File: config.mk
export PLATFORM = sky130hd
export DESIGN_NAME = pbo_top
export DESIGN_NICKNAME = d
export VERILOG_FILES = /design/src/include/pbo_pkg.sv /design/src/include/pbo_if.sv /design/src/pbo_top.sv /design/src/pbo_change_det.sv
export VERILOG_INCLUDE_DIRS = /design/src /design/src/include
export SDC_FILE = /design/constraint.sdc
export NUM_CORES = 1
export LEC_CHECK = 0
export ABC_AREA = 1
export BUFFER_PORTS_ARGS = -buffer_cell sky130_fd_sc_hd__buf_2
export CAP_MARGIN = 30
export CORE_MARGIN = 4
export CORE_UTILIZATION = 30
export DETAILED_ROUTE_END_ITERATION = 16
export GPL_TIMING_DRIVEN = 0
export SLEW_MARGIN = 20
export SYNTH_ARGS = -nofsm -noshare
export SYNTH_HDL_FRONTEND = slang
export SYNTH_SLANG_ARGS = --single-unit
File: constraint.sdc
create_clock -name sys_clk -period 7 [get_ports sys_clk]
set_input_delay 0.35 -clock sys_clk [delete_from_list [all_inputs] [get_ports sys_clk]]
set_output_delay 0.35 -clock sys_clk [all_outputs]
set_load 0.01 [all_outputs]
File: src/include/pbo_params.svh
// Purpose: Offsets, field positions, reset values of the port expander core
// Assumes: Byte-wide register port from the serial protocol engine
// Notes: Included by pbo_top only; the package and the change detector do not include it
`ifndef PBO_PARAMS_SVH
`define PBO_PARAMS_SVH

// Register offsets
`define PBO_ADDR_INPUT 8'h00
`define PBO_ADDR_PHASE0 8'h01
`define PBO_ADDR_DIR 8'h03
`define PBO_ADDR_PHASE1 8'h09
`define PBO_ADDR_MASTER 8'h0E
`define PBO_ADDR_CONFIG 8'h0F
`define PBO_ADDR_INT_FIRST 8'h10
`define PBO_ADDR_INT_LAST 8'h13

// Configuration field positions
`define PBO_CFG_BLINK_EN 0
`define PBO_CFG_FLIP 1
`define PBO_CFG_GLOBAL 2
`define PBO_CFG_ALERT_EN 3
`define PBO_CFG_LVL0 4
`define PBO_CFG_LVL1 5
`define PBO_CFG_RSVD 6
`define PBO_CFG_CHANGE 7
`define PBO_CFG_WR_MASK 8'h3F

// Reset values
`define PBO_RST_PHASE0 8'hFF
`define PBO_RST_DIR 8'hFF
`define PBO_RST_PHASE1 8'hFF
`define PBO_RST_MASTER 8'h0F
`define PBO_RST_CONFIG 8'h0C
`define PBO_RST_INTENS 8'hFF

`endif

File: src/include/pbo_pkg.sv
// Purpose: Shared types of the port expander output and config core
// Assumes: pbo_params.svh holds the numbers
// Notes: Never imported; used as pbo_pkg::name
package pbo_pkg;

    typedef logic [7:0] pbo_byte_t;

    // Role of the combined alert/aux pin, one-hot
    typedef enum logic [1:0] {
        PIN_ALERT = 2'b01,
        PIN_AUX = 2'b10
    } pbo_pin_mode_e;

endpackage : pbo_pkg

File: src/include/pbo_if.sv
// Purpose: Carrier between the control core and the change detector
// Assumes: Single clock domain
// Notes: ctl drives direction and sample requests, det reports a change
interface pbo_if;
    logic [7:0] port_in;
    logic [7:0] dir;
    logic sample_req;
    logic changed;
    logic [7:0] sample;

    modport ctl (output port_in, output dir, output sample_req,
                 input changed, input sample);
    modport det (input port_in, input dir, input sample_req,
                 output changed, output sample);
endinterface : pbo_if

File: src/pbo_top.sv
// Purpose: Output control and configuration core of an 8-port expander
// Assumes: Register port comes from a serial protocol engine
// Notes: Open-drain pins; oe high means the pin is pulled low
`include "pbo_params.svh"

module pbo_top (
    input wire logic sys_clk,
    input wire logic arst_n,
    input wire logic reg_wr_en,
    input wire logic reg_rd_en,
    input wire logic [7:0] reg_addr,
    input wire logic [7:0] reg_wdata,
    output logic [7:0] reg_rdata,
    input wire logic [7:0] port_in,
    output logic [7:0] port_out,
    output logic [7:0] port_oe,
    input wire logic alert_or_aux_out_pin_in,
    output logic alert_or_aux_out_pin_out,
    output logic alert_or_aux_out_pin_oe,
    output logic [31:0] port_intensity,
    output logic [3:0] ninth_output_intensity,
    output logic [3:0] master_intensity
);

    // Open-drain pull decision shared by ports and the ninth output
    function automatic logic od_pull(input logic level, input logic is_out);
        od_pull = is_out & ~level;
    endfunction : od_pull

    logic rst_meta_q;
    logic rst_n_q;
    pbo_pkg::pbo_byte_t phase0_q;
    pbo_pkg::pbo_byte_t phase1_q;
    pbo_pkg::pbo_byte_t dir_q;
    pbo_pkg::pbo_byte_t master_q;
    pbo_pkg::pbo_byte_t config_q;
    pbo_pkg::pbo_byte_t intens_q [4];
    pbo_pkg::pbo_byte_t reg_rdata_q;
    logic [7:0] port_oe_q;
    logic [7:0] port_out_q;
    logic aux_oe_q;
    logic aux_out_q;
    logic [31:0] port_int_q;
    logic [3:0] ninth_int_q;
    logic [3:0] master_int_q;
    logic blink_en;
    logic use_phase1;
    pbo_pkg::pbo_byte_t pattern;
    logic aux_level;
    pbo_pkg::pbo_pin_mode_e pin_mode;
    pbo_pkg::pbo_byte_t config_rd;
    logic [1:0] int_idx;
    logic wr_int;
    logic rd_int;

    pbo_if det_bus ();

    // Reset release through two flip-flops
    always_ff @(posedge sys_clk or negedge arst_n) begin
        if (!arst_n) begin
            rst_meta_q <= 1'b0;
            rst_n_q <= 1'b0;
        end else begin
            rst_meta_q <= 1'b1;
            rst_n_q <= rst_meta_q;
        end
    end

    // Intensity window decode
    assign int_idx = reg_addr[1:0];
    assign wr_int = reg_wr_en && (reg_addr >= `PBO_ADDR_INT_FIRST)
                    && (reg_addr <= `PBO_ADDR_INT_LAST);
    assign rd_int = (reg_addr >= `PBO_ADDR_INT_FIRST)
                    && (reg_addr <= `PBO_ADDR_INT_LAST);

    // Phase pattern registers
    always_ff @(posedge sys_clk or negedge rst_n_q) begin
        if (!rst_n_q) begin
            phase0_q <= `PBO_RST_PHASE0;
            phase1_q <= `PBO_RST_PHASE1;
        end else if (reg_wr_en) begin
            if (reg_addr == `PBO_ADDR_PHASE0) begin
                phase0_q <= reg_wdata;
            end
            if (reg_addr == `PBO_ADDR_PHASE1) begin
                phase1_q <= reg_wdata;
            end
        end
    end

    // Port direction register
    always_ff @(posedge sys_clk or negedge rst_n_q) begin
        if (!rst_n_q) begin
            dir_q <= `PBO_RST_DIR;
        end else if (reg_wr_en && reg_addr == `PBO_ADDR_DIR) begin
            dir_q <= reg_wdata;
        end
    end

    // Master and ninth output intensity register
    always_ff @(posedge sys_clk or negedge rst_n_q) begin
        if (!rst_n_q) begin
            master_q <= `PBO_RST_MASTER;
        end else if (reg_wr_en && reg_addr == `PBO_ADDR_MASTER) begin
            master_q <= reg_wdata;
        end
    end

    // Configuration register; level bits kept in either pin role
    always_ff @(posedge sys_clk or negedge rst_n_q) begin
        if (!rst_n_q) begin
            config_q <= `PBO_RST_CONFIG;
        end else if (reg_wr_en && reg_addr == `PBO_ADDR_CONFIG) begin
            config_q <= reg_wdata & `PBO_CFG_WR_MASK;
        end
    end

    // Individual intensity registers, two ports per byte
    always_ff @(posedge sys_clk or negedge rst_n_q) begin
        if (!rst_n_q) begin
            for (int i = 0; i < 4; i++) begin
                intens_q[i] <= `PBO_RST_INTENS;
            end
        end else if (wr_int) begin
            intens_q[int_idx] <= reg_wdata;
        end
    end

    // Change detector takes a fresh sample on input read or config write
    assign det_bus.port_in = port_in;
    assign det_bus.dir = dir_q;
    assign det_bus.sample_req = (reg_rd_en && reg_addr == `PBO_ADDR_INPUT)
        || (reg_wr_en && reg_addr == `PBO_ADDR_CONFIG);

    pbo_change_det u_change_det (
        .sys_clk(sys_clk),
        .rst_n(rst_n_q),
        .bus(det_bus)
    );

    // Config read-back: change flag on top, bit 6 zero
    always_comb begin
        config_rd = config_q & `PBO_CFG_WR_MASK;
        config_rd[`PBO_CFG_CHANGE] = det_bus.changed;
        config_rd[`PBO_CFG_RSVD] = 1'b0;
    end

    // Register read port, answer one cycle after the strobe
    always_ff @(posedge sys_clk or negedge rst_n_q) begin
        if (!rst_n_q) begin
            reg_rdata_q <= 8'h00;
        end else if (reg_rd_en) begin
            if (rd_int) begin
                reg_rdata_q <= intens_q[int_idx];
            end else begin
                case (reg_addr)
                    `PBO_ADDR_INPUT: reg_rdata_q <= port_in;
                    `PBO_ADDR_PHASE0: reg_rdata_q <= phase0_q;
                    `PBO_ADDR_DIR: reg_rdata_q <= dir_q;
                    `PBO_ADDR_PHASE1: reg_rdata_q <= phase1_q;
                    `PBO_ADDR_MASTER: reg_rdata_q <= master_q;
                    `PBO_ADDR_CONFIG: reg_rdata_q <= config_rd;
                    default: reg_rdata_q <= 8'h00;
                endcase
            end
        end
    end

    // Blink phase and pattern selection
    assign blink_en = config_q[`PBO_CFG_BLINK_EN];
    assign use_phase1 = blink_en & config_q[`PBO_CFG_FLIP];
    assign pattern = use_phase1 ? phase1_q : phase0_q;
    assign aux_level = use_phase1 ? config_q[`PBO_CFG_LVL1]
                                  : config_q[`PBO_CFG_LVL0];
    assign pin_mode = config_q[`PBO_CFG_ALERT_EN] ? pbo_pkg::PIN_ALERT
                                                  : pbo_pkg::PIN_AUX;

    // Port pins: pull low only for outputs with a zero pattern bit
    always_ff @(posedge sys_clk or negedge rst_n_q) begin
        if (!rst_n_q) begin
            port_oe_q <= 8'h00;
            port_out_q <= 8'h00;
        end else begin
            for (int i = 0; i < 8; i++) begin
                port_oe_q[i] <= od_pull(pattern[i], ~dir_q[i]);
            end
            port_out_q <= 8'h00;
        end
    end

    // Combined pin: alert pulls low on change, else ninth output level
    always_ff @(posedge sys_clk or negedge rst_n_q) begin
        if (!rst_n_q) begin
            aux_oe_q <= 1'b0;
            aux_out_q <= 1'b0;
        end else begin
            aux_out_q <= 1'b0;
            case (pin_mode)
                pbo_pkg::PIN_ALERT: aux_oe_q <= det_bus.changed;
                pbo_pkg::PIN_AUX: begin
                    aux_oe_q <= od_pull(aux_level, 1'b1);
                end
                default: aux_oe_q <= 1'b0;
            endcase
        end
    end

    // Intensity outputs toward the PWM generator
    always_ff @(posedge sys_clk or negedge rst_n_q) begin
        if (!rst_n_q) begin
            port_int_q <= 32'hFFFFFFFF;
            ninth_int_q <= 4'hF;
            master_int_q <= 4'hF;
        end else begin
            master_int_q <= master_q[3:0];
            if (config_q[`PBO_CFG_GLOBAL]) begin
                port_int_q <= {8{master_q[3:0]}};
                ninth_int_q <= master_q[3:0];
            end else begin
                port_int_q <= {intens_q[3], intens_q[2],
                               intens_q[1], intens_q[0]};
                ninth_int_q <= master_q[7:4];
            end
        end
    end

    assign reg_rdata = reg_rdata_q;
    assign port_out = port_out_q;
    assign port_oe = port_oe_q;
    assign alert_or_aux_out_pin_out = aux_out_q;
    assign alert_or_aux_out_pin_oe = aux_oe_q;
    assign port_intensity = port_int_q;
    assign ninth_output_intensity = ninth_int_q;
    assign master_intensity = master_int_q;

    // Pin read-back is not needed by this core
    logic unused_pin;
    assign unused_pin = alert_or_aux_out_pin_in;

endmodule : pbo_top

File: src/pbo_change_det.sv
// Purpose: Input transition detector for the eight ports
// Assumes: Port inputs already synchronous to sys_clk
// Notes: Sample taken first cycle after reset release and on request
module pbo_change_det (
    input wire logic sys_clk,
    input wire logic rst_n,
    pbo_if.det bus
);

    logic init_done_q;
    logic [7:0] sample_q;
    logic changed_q;

    // Mark the first cycle after reset release
    always_ff @(posedge sys_clk or negedge rst_n) begin
        if (!rst_n) begin
            init_done_q <= 1'b0;
        end else begin
            init_done_q <= 1'b1;
        end
    end

    // Capture the reference sample at start-up and on request
    always_ff @(posedge sys_clk or negedge rst_n) begin
        if (!rst_n) begin
            sample_q <= 8'hFF;
        end else if (!init_done_q || bus.sample_req) begin
            sample_q <= bus.port_in;
        end
    end

    // Any input port differing from its sample flags a change
    always_ff @(posedge sys_clk or negedge rst_n) begin
        if (!rst_n) begin
            changed_q <= 1'b0;
        end else if (!init_done_q || bus.sample_req) begin
            changed_q <= 1'b0;
        end else begin
            changed_q <= |((bus.port_in ^ sample_q) & bus.dir);
        end
    end

    assign bus.changed = changed_q;
    assign bus.sample = sample_q;

endmodule : pbo_change_det

==> reports/metrics.cfg, run 1 <==
[run_status]
outcome = finished, final reports clean

[setup_path]
end_kind = register
start_kind = register
path_max_fanout = 10
crit_required_ns = 7.34
setup.worst_path.class = register to register
arrival_ns = 2.22

[cells_and_area]
final_common_cell = nand2_1
diodes = 0
fin_nets = 828
drive_gt1_share_pct = 34.85
utilization_pct = 37.66
syn2layout_area_growth_pct = 23.72
layout_common_cells = 192 x nand2_1, 110 x dfstp_2, 94 x buf_2
stdcell_area_sq_um = 7596

[sta]
rsz0062_at_grt = no
finalHoldViolCount = 0
fin_hold_ws_ns = 0.1516
finalSetupViolCount = 0
fin_crit_ns = 1.880
finalClockSkew_ns = 0.007342
slew_headroom_pct = 58.49
worst_pin_slew_ns = 0.6226
period_share_pct = 26.85
slew_violations = 0
finalSetupTns_ns = 0
fmaxAchievable_mhz = 532.0

[die]
die-area_sq_um = 22820
start_util_pct = 30.44
die_height_um = 151.1
die_w_um = 151.1
core.rowCount = 52
io_pins = 95
coreArea_sq_um = 20170

[place]
gp_congestion = 0.9010
io_buffers = 84
placed_area_sq_um = 6983
hpwl_um = 12820

[power_and_ir_drop]
sw_frac_of_total_pct = 25.05
irDropWorstVdd_mv = 0.1054
total_power_mw = 1.982
combPwrFrac_pct = 8.3
p_per_area_nw_per_um2 = 260.9
seqPwrFrac_pct = 45.7
p_sw_uw = 496.3
leakagePower_nw = 3.337
internal-power_mw = 1.485
pwr-share-clk_pct = 46.1

[cts]
cts.reportedPaths.clkPinSlew_ns = 0.06
root_buffer = clkbuf_16
cts_made_buffers = 17
hold_buffers = 1
cts_sinks = 139
clk_latency_ns = 0.42
post_cts_resized = 0
htree_levels = 4
postCtsSetupBuffers = 0
cts_tree = yes
clockBufferDepth = 2

[yosys]
synth_xor_area_share_pct = 0
syn_area_sq_um = 6140
synth_largest_area_cell = dfstp_2
synth.area.top_cells = dfstp_2 47%, dfrtp_1 12%, nand2_1 12%
synth-edff-count = 0
synth_compound_area_share_pct = 12.31
ys.warnings.count = 0
synth-simple-area-share_pct = 21.62
synth_top_family_by_area = simple AND/OR/NAND/NOR gates
async_reset_ff_share_pct = 100.0
ys_ff_latch = 139
synth_adder_area_share_pct = 0
syn_area_per_cell_sq_um = 8.976
syn_inst = 684
ys.flop_type = dfstp_2
synth_mux_area_share_pct = 0
synth_cell_types = 29
yosys.area.top_type_share_pct = 47.08
ys_seq_area_share_pct = 58.90

[global_route]
grt_util_all_layers_pct = 15.68
grt_max_degree = 55
overflow = 0
grt_pass1_wl_um = 27060
antenna_found_initial = 1
grt_pass1_vias = 4843

[route]
drtAntennaViolNets = 0
first_iter_violations = 439
drc_errors = 0
finalWirelength_um = 17370
vias_per_cell = 4.632
via_count = 5012
drt_first_pass_iters = 5
wl_per_cell_um = 16.05

[flow_run]
cap_violations = 0

[min_path]
hp-class = primary input to register

state kept, by name, indices dropped and copies added (netlist names), 4 cells and up:
name	flops
phase0_q	8
ninth_output_intensity	4
u_change_det.bus.sample	8
intens_q	32
port_oe	8
det_bus.dir	8
port_intensity	32
config_q	6
reg_rdata	8
phase1_q	8
master_q	8
master_intensity	4
per-layer routing:
| metal | routed length (um) | GRT usage [%] |
|---|---|---|
| met5 | 13 | 0 |
| met1 | 7839 | 21.63 |
| met3 | 1186 | 3.471 |
| met2 | 7928 | 24.27 |
| met4 | 398 | 5.621 |
cell type report:
type	instances	area, sq um
plain buffers	27	158.9
multi-input cells	454	2125
flip-flops and latches	139	3620
clock buffers	19	464.2
fillers	2068	12570
well taps	270	337.8
repair buffers	87	478.0
inverters	73	274.0
clock inverters	13	138.9
through the flow:
| stage | std cells | setup WS, ns |
|---|---|---|
| after floorplan | 693 | 3.033 |
| after detailed placement | 1049 | 5.088 |
| final | 1082 | 5.120 |
| after CTS | 1082 | 5.071 |
| after global routing | 1082 | 4.946 |
| after global placement | 1047 | 1.453 |
cell usage after synthesis (2+ instances only):
cell      count
a211oi_1      2
o21ai_1      68
nand3_1      36
or2_2         3
nand2_2       9
nand3_2       3
nor2_4        9
a21oi_1      17
nand4_1       2
nor2_1       41
conb_1        2
inv_1        69
o22ai_1      14
o21ai_0      39
dfstp_2     110
inv_2         4
dfrtp_1      29
buf_4        10
buf_2        10
clkbuf_1      6
nand2_1     192
o21a_1        2
path summary, 6_finish.rpt:
kind	from	endpoint	slack [ns]	cells after the start
hold / removal	reg_wdata[2]	config_q[2]$_DFFE_PN1P_	0.15	3
max in group asynchronous	rst_n_q$_DFF_PN0_	phase0_q[3]$_DFFE_PN1P_	5.91	1
setup reg to reg	config_q[2]$_DFFE_PN1P_	port_intensity[1]$_DFF_PN1_	5.12	4
hold reg to reg	rst_meta_q$_DFF_PN0_	rst_n_q$_DFF_PN0_	0.35	0
setup / recovery	config_q[2]$_DFFE_PN1P_	port_intensity[1]$_DFF_PN1_	5.12	4
min in group asynchronous	arst_n	rst_n_q$_DFF_PN0_	0.23	2
cells by family (layout without fill, tap and decap cells):
logic type	after synthesis	count (layout)
other cells	2	11
simple gates	299	299
buf+inv	100	219
flops	139	139
compound gates	144	144
worst max-delay path: stages, from the launching register on:
cell,delay (ns)
dfstp_2,0.51
clkbuf_1,0.30
clkbuf_1,0.42
nand2_1,0.36
o21ai_0,0.20
power groups by stage:
stage / Combinational (mW) / Sequential (mW) / Clock (mW)
floorplan: 0.0782 / 0.925 / 0
global placement: 0.150 / 0.925 / 0
detailed placement: 0.165 / 0.917 / 0
CTS: 0.166 / 0.905 / 0.928
global route: 0.184 / 0.911 / 0.968
finish: 0.164 / 0.905 / 0.913
Note: power is estimated with default switching activity, not from simulation.
==> run 2: changes to the inputs <==
--- a/config.mk
+++ b/config.mk
@@ -6,7 +6,7 @@
 export SDC_FILE = /design/constraint.sdc
 export NUM_CORES = 1
 export LEC_CHECK = 0
-export ABC_AREA = 1
+export ABC_AREA = 0
 export BUFFER_PORTS_ARGS = -buffer_cell sky130_fd_sc_hd__buf_2
 export CAP_MARGIN = 30
 export CORE_MARGIN = 4
==> constraint.sdc (replaced) <==
create_clock -name sys_clk -period 1.6 [get_ports sys_clk]
set_input_delay 0.08 -clock sys_clk [delete_from_list [all_inputs] [get_ports sys_clk]]
set_output_delay 0.08 -clock sys_clk [all_outputs]
set_load 0.01 [all_outputs]
==> run 2 against run 1 <==
Hold slack lost 0.11 ns. Via count shrank 15%. Combinational power grew to 5.0 times the previous value. Die area shrank 1.4%. Utilization grew 1.2 points. First-iteration DRC count shrank 50%. Wire length shrank 5.6%. Final cell count shrank 19%. Clock skew is essentially flat. Cell area grew 0.66%. Highest routed layer is now met4.
==> reports/metrics.cfg, run 2 <==
[run_status]
outcome = finished, final reports clean  ; unchanged

[yosys]
ys_ff_latch = 139  ; unchanged
synth.area.top_cells = dfstp_2 48%, dfrtp_1 12%, mux2_2 12%  ; was dfstp_2 47%, dfrtp_1 12%, nand2_1 12%
syn_inst = 479  ; was 684
synth_top_family_by_area = multiplexers  ; was simple AND/OR/NAND/NOR gates
yosys.area.top_type_share_pct = 47.77  ; was 47.08%
syn_area_per_cell_sq_um = 12.63  ; was 8.976 sq um
synth-simple-area-share_pct = 7.217  ; was 21.62%
synth_adder_area_share_pct = 0  ; unchanged
synth_common_cells = 110 x dfstp_2, 64 x mux2_2, 61 x o21ai_0, 37 x nand2_1, 36 x inv_1  ; was 192 x nand2_1, 110 x dfstp_2, 69 x inv_1, 68 x o21ai_1, 41 x nor2_1
async_reset_ff_share_pct = 100.0  ; unchanged
syn_area_sq_um = 6051  ; was 6140 sq um
synth-edff-count = 0  ; unchanged
ys_seq_area_share_pct = 59.76  ; was 58.90%
yosysMostFrequentCell = dfstp_2  ; was nand2_1
synth_compound_area_share_pct = 10.55  ; was 12.31%
synth_largest_area_cell = dfstp_2  ; unchanged
ys.flop_type = dfstp_2  ; unchanged
synth_cell_types = 43  ; was 29
synth_mux_area_share_pct = 16.05  ; was 0%
synth_xor_area_share_pct = 1.158  ; was 0%
ys.warnings.count = 0  ; unchanged

[die]
coreArea_sq_um = 19650  ; was 20170 sq um
die_height_um = 150.0  ; was 151.1 um
die_w_um = 150.0  ; was 151.1 um
start_util_pct = 30.79  ; was 30.44%
die-area_sq_um = 22510  ; was 22820 sq um
io_pins = 95  ; unchanged
core.rowCount = 51  ; was 52

[cells_and_area]
fin_nets = 628  ; was 828
stdcell_area_sq_um = 7646  ; was 7596 sq um
syn2layout_area_growth_pct = 26.36  ; was 23.72%
layout_common_cells = 110 x dfstp_2, 83 x buf_2, 64 x mux2_2  ; was 192 x nand2_1, 110 x dfstp_2, 94 x buf_2
drive_gt1_share_pct = 53.76  ; was 34.85%
final_common_cell = dfstp_2  ; was nand2_1

[sta]
finalSetupViolCount = 0  ; unchanged
worst_pin_slew_ns = 0.6247  ; was 0.6226 ns
fin_hold_ws_ns = 0.04313  ; was 0.1516 ns
period_share_pct = 93.96
fmaxAchievable_mhz = 665.2
finalHoldViolCount = 0  ; unchanged
finalSetupTns_ns = 0  ; unchanged
slew_violations = 0  ; unchanged
slew_headroom_pct = 58.35  ; was 58.49%
finalClockSkew_ns = 0.007749  ; was 0.007342 ns
fin_crit_ns = 1.503
rsz0062_at_grt = no  ; unchanged

[power_and_ir_drop]
leakagePower_nw = 3.293  ; was 3.337 nW
p_per_area_nw_per_um2 = 1198  ; was 260.9 nW/um^2
irDropWorstVdd_mv = 0.6151  ; was 0.1054 mV

[global_route]
met1_usage_pct = 19.31  ; was 21.63%
antenna_found_initial = 1  ; unchanged
use_met2_pct = 23.83  ; was 24.27%
grt_util_all_layers_pct = 15.31  ; was 15.68%
grt_max_degree = 62  ; was 55
grt.met3_usage_pct = 5.784  ; was 3.471%
grt_pass1_vias = 4683  ; was 4843
overflow = 0  ; unchanged
grt_pass1_wl_um = 25910  ; was 27060 um
top_usage_layer = met2  ; unchanged

[setup_path]
r2r-end = port_intensity[10]$_DFF_PN1_  ; was port_intensity[1]$_DFF_PN1_
crit_top_cell = buf_2  ; was clkbuf_1
crit_required_ns = 1.90  ; was 7.34 ns
crit_end = reg_rdata[3]$_DFFE_PN0P_  ; was port_intensity[1]$_DFF_PN1_
reg2regPathDepth = 2  ; was 4
startpoint = reg_addr[0]  ; was config_q[2]$_DFFE_PN1P_
end_kind = register  ; unchanged
arrival_ns = 1.80  ; was 2.22 ns
path_max_fanout = 10  ; unchanged
slowest_stage = buf_2  ; was dfstp_2
slowest_delay_ns = 0.40  ; was 0.51 ns
rr_startpoint = config_q[2]$_DFFE_PN1P_  ; unchanged
r2r_slack_ns = 0.18  ; was 5.12 ns
start_kind = primary input  ; was register
crit_chain = buf_2 -> buf_2 -> buf_2 -> mux2i_1 -> o21ai_0 -> a221oi_1 -> a21oi_1  ; was clkbuf_1 -> clkbuf_1 -> nand2_1 -> o21ai_0
setup.worst_path.class = primary input to register  ; was register to register

[route]
via_count = 4266  ; was 5012
first_iter_violations = 220  ; was 439
drt_first_pass_iters = 5  ; unchanged
wl_per_cell_um = 18.68  ; was 16.05 um
finalWirelength_um = 16400  ; was 17370 um
vias_per_cell = 4.859  ; was 4.632
drc_errors = 0  ; unchanged
drtAntennaViolNets = 0  ; unchanged

[flow_run]
cap_violations = 0  ; unchanged

[cts]
htree_levels = 4  ; unchanged
cts_sinks = 139  ; unchanged
cts_made_buffers = 17  ; unchanged
root_buffer = clkbuf_16  ; unchanged
cts_tree = yes  ; unchanged
clockBufferDepth = 2  ; unchanged
clk_latency_ns = 0.43  ; was 0.42 ns
cts.reportedPaths.clkPinSlew_ns = 0.06  ; about the same

[place]
hpwl_um = 11730  ; was 12820 um
gp_congestion = 0.8610  ; was 0.9010
placed_area_sq_um = 6857  ; was 6983 sq um
io_buffers = 77  ; was 84

[min_path]
hp-class = primary input to register  ; unchanged

## run 2: cell types whose count changed after synthesis, sizes merged, moves of 34 or more
cell	before	now
o21ai	108	62
nand2	201	38
inv	73	36
nand3	39	5
nor2	51	5
mux2	0	64
## run 2: cell families after synthesis
group	count (synthesis)
flip-flops	139
other	2
AND/OR/NAND/NOR	74
AO/OA/AOI/OAI	107
multiplexers	79
buffers and inverters	70
XOR/XNOR	8
## run 2: critical path, delay by kind of cell
family	cells	cell delay, ns
AO/OA/AOI/OAI	3	0.57
buffers and inverters	3	0.88
multiplexers	1	0.25
## run 2: layout make-up
cell class / instances / area, sq um
clock buffers: 18 / 439.2
inverters: 36 / 135.1
fillers: 1927 / 12010
well taps: 265 / 331.6
diodes: 1 / 2.502
repair buffers: 93 / 568.0
multi-input cells: 279 / 2162
plain buffers: 33 / 180.2
clock inverters: 14 / 207.7
flip-flops and latches: 139 / 3620
## run 2: per-stage QoR
stage               utilization, %  setup WS [ns]  total power, mW  cells
floorplan                        -       0.001067            4.545    488
global placement             34.64        -0.4224            4.867    830
detailed placement           34.89        -0.4596            4.908    832
CTS                          38.78        0.07450            9.248    875
global route                 38.90        0.02042            9.531    878
finish                       38.90        0.09660            9.158    878
## run 2: per-layer routing
| layer | wire [um] | share of wire (%) |
|---|---|---|
| met3 | 1346 | 8.2 |
| met2 | 7625 | 46 |
| met1 | 7031 | 43 |
| met4 | 397 | 2.4 |
| met5 | 0 | 0 |
## run 2: power breakdown
| part | switching (mW) | total (mW) | internal [mW] |
|---|---|---|---|
| clock | 1.60 | 4.28 | 2.69 |
| combinational | 0.463 | 0.823 | 0.360 |
| sequential | 0.150 | 4.05 | 3.90 |
## run 2: what timing repair did
action | in CTS | in global routing
hold buffers | 12 | 0
endpoints found under the setup margin | 31 | 16
setup buffers | 0 | 2
pin swaps | 0 | 1
gates resized for setup | 1 | 5
gates cloned | 0 | 0
endpoints found under the hold margin | 14 | 0
## run 2: how the worst min path moves through the flow
stage / start / end / slack [ns] / cells after the start
after floorplan: arst_n / rst_meta_q$_DFF_PN0_ / -0.22 / 0
after global placement: arst_n / rst_meta_q$_DFF_PN0_ / -0.13 / 1
after global routing: reg_wdata[1] / intens_q[9]$_DFFE_PN1P_ / 0.05 / 3
after detailed placement: arst_n / rst_meta_q$_DFF_PN0_ / -0.13 / 1
final: reg_wdata[4] / intens_q[12]$_DFFE_PN1P_ / 0.04 / 3
after CTS: reg_addr[0] / intens_q[9]$_DFFE_PN1P_ / 0.01 / 4
==> run 3: changes to the inputs <==
==> constraint.sdc (replaced) <==
create_clock -name sys_clk -period 1.6 [get_ports sys_clk]
set_input_delay 0.32 -clock sys_clk [delete_from_list [all_inputs] [get_ports sys_clk]]
set_output_delay 0.32 -clock sys_clk [all_outputs]
set_load 0.01 [all_outputs]
==> run 3 against run 2 <==
The run now ends with negative setup slack left. Clock skew increased by 0.0086 ns. Critical path depth shrank 2. Combinational power is 4.5% higher. Hold slack improved by 0.12 ns. Final cell count shrank 0.46%. Sequential share of layout area decreased by 0.29 points. Clock power shrank 14%. Via count increased by 0.23%. Power is 5.9% lower. Non-clock buffer count is 4 lower.
==> reports/metrics.cfg, run 3 (synthesis results as in run 2) <==
[setup_path]
start_kind = primary input  ; unchanged
slowest_stage = or4_4  ; was buf_2
end_kind = register  ; unchanged
crit_chain = buf_6 -> or4_4 -> nor3_4 -> nand3_2 -> mux2_2  ; was buf_2 -> buf_2 -> buf_2 -> mux2i_1 -> o21ai_0 -> a221oi_1 -> a21oi_1
setup.worst_path.class = primary input to register  ; unchanged
arrival_ns = 1.97  ; was 1.80 ns
cpLargestDelayFamily = simple AND/OR/NAND/NOR gates  ; was buffers and inverters
crit_required_ns = 1.95  ; was 1.90 ns
path_max_fanout = 8  ; was 10
slowest_delay_ns = 0.57  ; was 0.40 ns
critPathBufInv = 1  ; was 3

[cts]
root_buffer = clkbuf_16  ; unchanged
clockBufferDepth = 2  ; unchanged
cts.reportedPaths.clkPinSlew_ns = 0.05  ; was 0.06 ns
clk_latency_ns = 0.44  ; was 0.43 ns
cts_sinks = 139  ; unchanged
htree_levels = 4  ; unchanged
cts_made_buffers = 17  ; unchanged
cts_tree = yes  ; unchanged

[sta]
worst_pin_slew_ns = 0.6947  ; was 0.6247 ns
period_share_pct = 101.5  ; was 93.96%
fin_hold_ws_ns = 0.1650  ; was 0.04313 ns
fin_crit_ns = 1.624  ; was 1.503 ns
finalClockSkew_ns = 0.01637  ; was 0.007749 ns
slew_headroom_pct = 53.69  ; was 58.35%
finalSetupViolCount = 5  ; was 0
finalHoldViolCount = 0  ; unchanged
slew_violations = 0  ; unchanged
rsz0062_at_grt = yes  ; was no
finalSetupTns_ns = -0.06317  ; was 0 ns
fmaxAchievable_mhz = 615.7  ; was 665.2 MHz
layout_setup_ws_ns = -0.02410  ; was 0.09660 ns

[die]
die_height_um = 150.0  ; unchanged
core.rowCount = 51  ; unchanged
io_pins = 95  ; unchanged
coreArea_sq_um = 19650  ; unchanged
die-area_sq_um = 22510  ; unchanged
die_w_um = 150.0  ; unchanged
start_util_pct = 30.79  ; unchanged

[global_route]
grt_pass1_wl_um = 26260  ; was 25910 um
grt_pass1_vias = 4604  ; was 4683
antenna_found_initial = 2  ; was 1
grt_util_all_layers_pct = 15.56  ; was 15.31%
overflow = 0  ; unchanged
grt_max_degree = 56  ; was 62

[power_and_ir_drop]
p_per_area_nw_per_um2 = 1120  ; was 1198 nW/um^2
leakagePower_nw = 3.314  ; was 3.293 nW
irDropWorstVdd_mv = 0.6662  ; was 0.6151 mV

[cells_and_area]
syn2layout_area_growth_pct = 27.15  ; was 26.36%
utilization_pct = 39.15  ; was 38.90%
multi_input_area_sq_um = 2297  ; was 2162 sq um
nFillCells = 1878  ; was 1927
drive_gt1_share_pct = 56.09  ; was 53.76%
ff_latch_area_sq_um = 3620  ; unchanged
fin_nets = 625  ; was 628
layout_common_cells = 110 x dfstp_2, 76 x buf_2, 56 x mux2_2  ; was 110 x dfstp_2, 83 x buf_2, 64 x mux2_2
final_common_cell = dfstp_2  ; unchanged

[place]
io_buffers = 77  ; unchanged
hpwl_um = 11800  ; was 11730 um
gp_congestion = 0.8748  ; was 0.8610
dp_slack_ns = -0.6335  ; was -0.4596 ns

[run_status]
failed_checks = negative setup slack
outcome = finished, violations left  ; was finished, final reports clean

[route]
wl_per_cell_um = 19.12  ; was 18.68 um
drc_errors = 0  ; unchanged
via_count = 4276  ; was 4266
drtAntennaViolNets = 0  ; unchanged
drt_first_pass_iters = 5  ; unchanged
finalWirelength_um = 16710  ; was 16400 um
vias_per_cell = 4.892  ; was 4.859
first_iter_violations = 269  ; was 220

[flow_run]
cap_violations = 0  ; unchanged

[min_path]
hp-class = primary input to register  ; unchanged

[run 3: changes by cell type in the layout (fill, tap and decap cells not counted), sizes merged]
| cell | previous run | this run |
|---|---|---|
| inv | 42 | 36 |
| bufinv | 4 | 2 |
| clkinv | 2 | 5 |
| nand3b | 1 | 2 |
| clkinvlp | 2 | 1 |
| dlygate4sd3 | 12 | 1 |
| clkbuf | 32 | 39 |
| buf | 100 | 105 |
[run 3: final cells by class]
| cell class | instances | area share [%] |
|---|---|---|
| Antenna cell | 1 | 0.03253 |
| Buffer | 32 | 2.602 |
| Clock buffer | 23 | 5.822 |
| Clock inverter | 8 | 1.252 |
| Inverter | 36 | 1.756 |
| Multi-Input combinational cell | 280 | 29.86 |
| Sequential cell | 139 | 47.05 |
| Tap cell | 265 | 4.310 |
| Timing Repair Buffer | 90 | 7.318 |
[run 3: worst paths after layout]
| check | end | from | slack, ns | cells past startpoint |
|---|---|---|---|---|
| worst max register to register | alert_or_aux_out_pin_oe$_DFF_PN0_ | config_q[1]$_DFFE_PN0P_ | 0.20 | 3 |
| max in group asynchronous | det_bus.dir[7]$_DFFE_PN1P_ | rst_n_q$_DFF_PN0_ | 0.65 | 1 |
| min in group asynchronous | rst_n_q$_DFF_PN0_ | arst_n | 0.20 | 2 |
| worst max-delay path | phase0_q[3]$_DFFE_PN1P_ | reg_addr[7] | -0.02 | 5 |
| worst min register to register | rst_n_q$_DFF_PN0_ | rst_meta_q$_DFF_PN0_ | 0.36 | 0 |
| worst min-delay path | u_change_det.bus.sample[2]$_DFFE_PN1P_ | port_in[2] | 0.16 | 2 |
[run 3: through the flow]
step	std cells	power (mW)	cell area [sq um]
6_report	874	8.619	7694
5_1_grt	874	8.954	7694
4_1_cts	873	8.686	7635
3_5_place_dp	832	4.922	6899
3_3_place_gp	830	4.877	6844
2_1_floorplan	488	4.549	6127
[run 3: power breakdown]
part / total, mW / internal [mW] / switching [mW] / leakage, nW
logic: 0.860 / 0.377 / 0.483 / 1.56
registers: 4.06 / 3.90 / 0.152 / 1.49
clock network: 3.70 / 2.27 / 1.43 / 0.265
[run 3: repair_timing]
action | 4_1_cts | 5_1_grt
pin swaps | 8 | 5
endpoints found under the setup margin | 73 | 65
endpoints found under the hold margin | 2 | 0
cloned | 1 | 0
hold buffers | 1 | 0
gates resized for setup | 23 | 18
setup buffers | 8 | 2
[run 3: layer usage]
| layer | routed length (um) | vias to the layer above | global-route usage [%] |
|---|---|---|---|
| met5 | 13 | - | 0 |
| met1 | 7227 | 2193 | 19.56 |
| met4 | 491 | 2 | 7.365 |
| met2 | 8031 | 134 | 24.69 |
| met3 | 945 | 36 | 4.482 |
| li1 | - | 1911 | - |
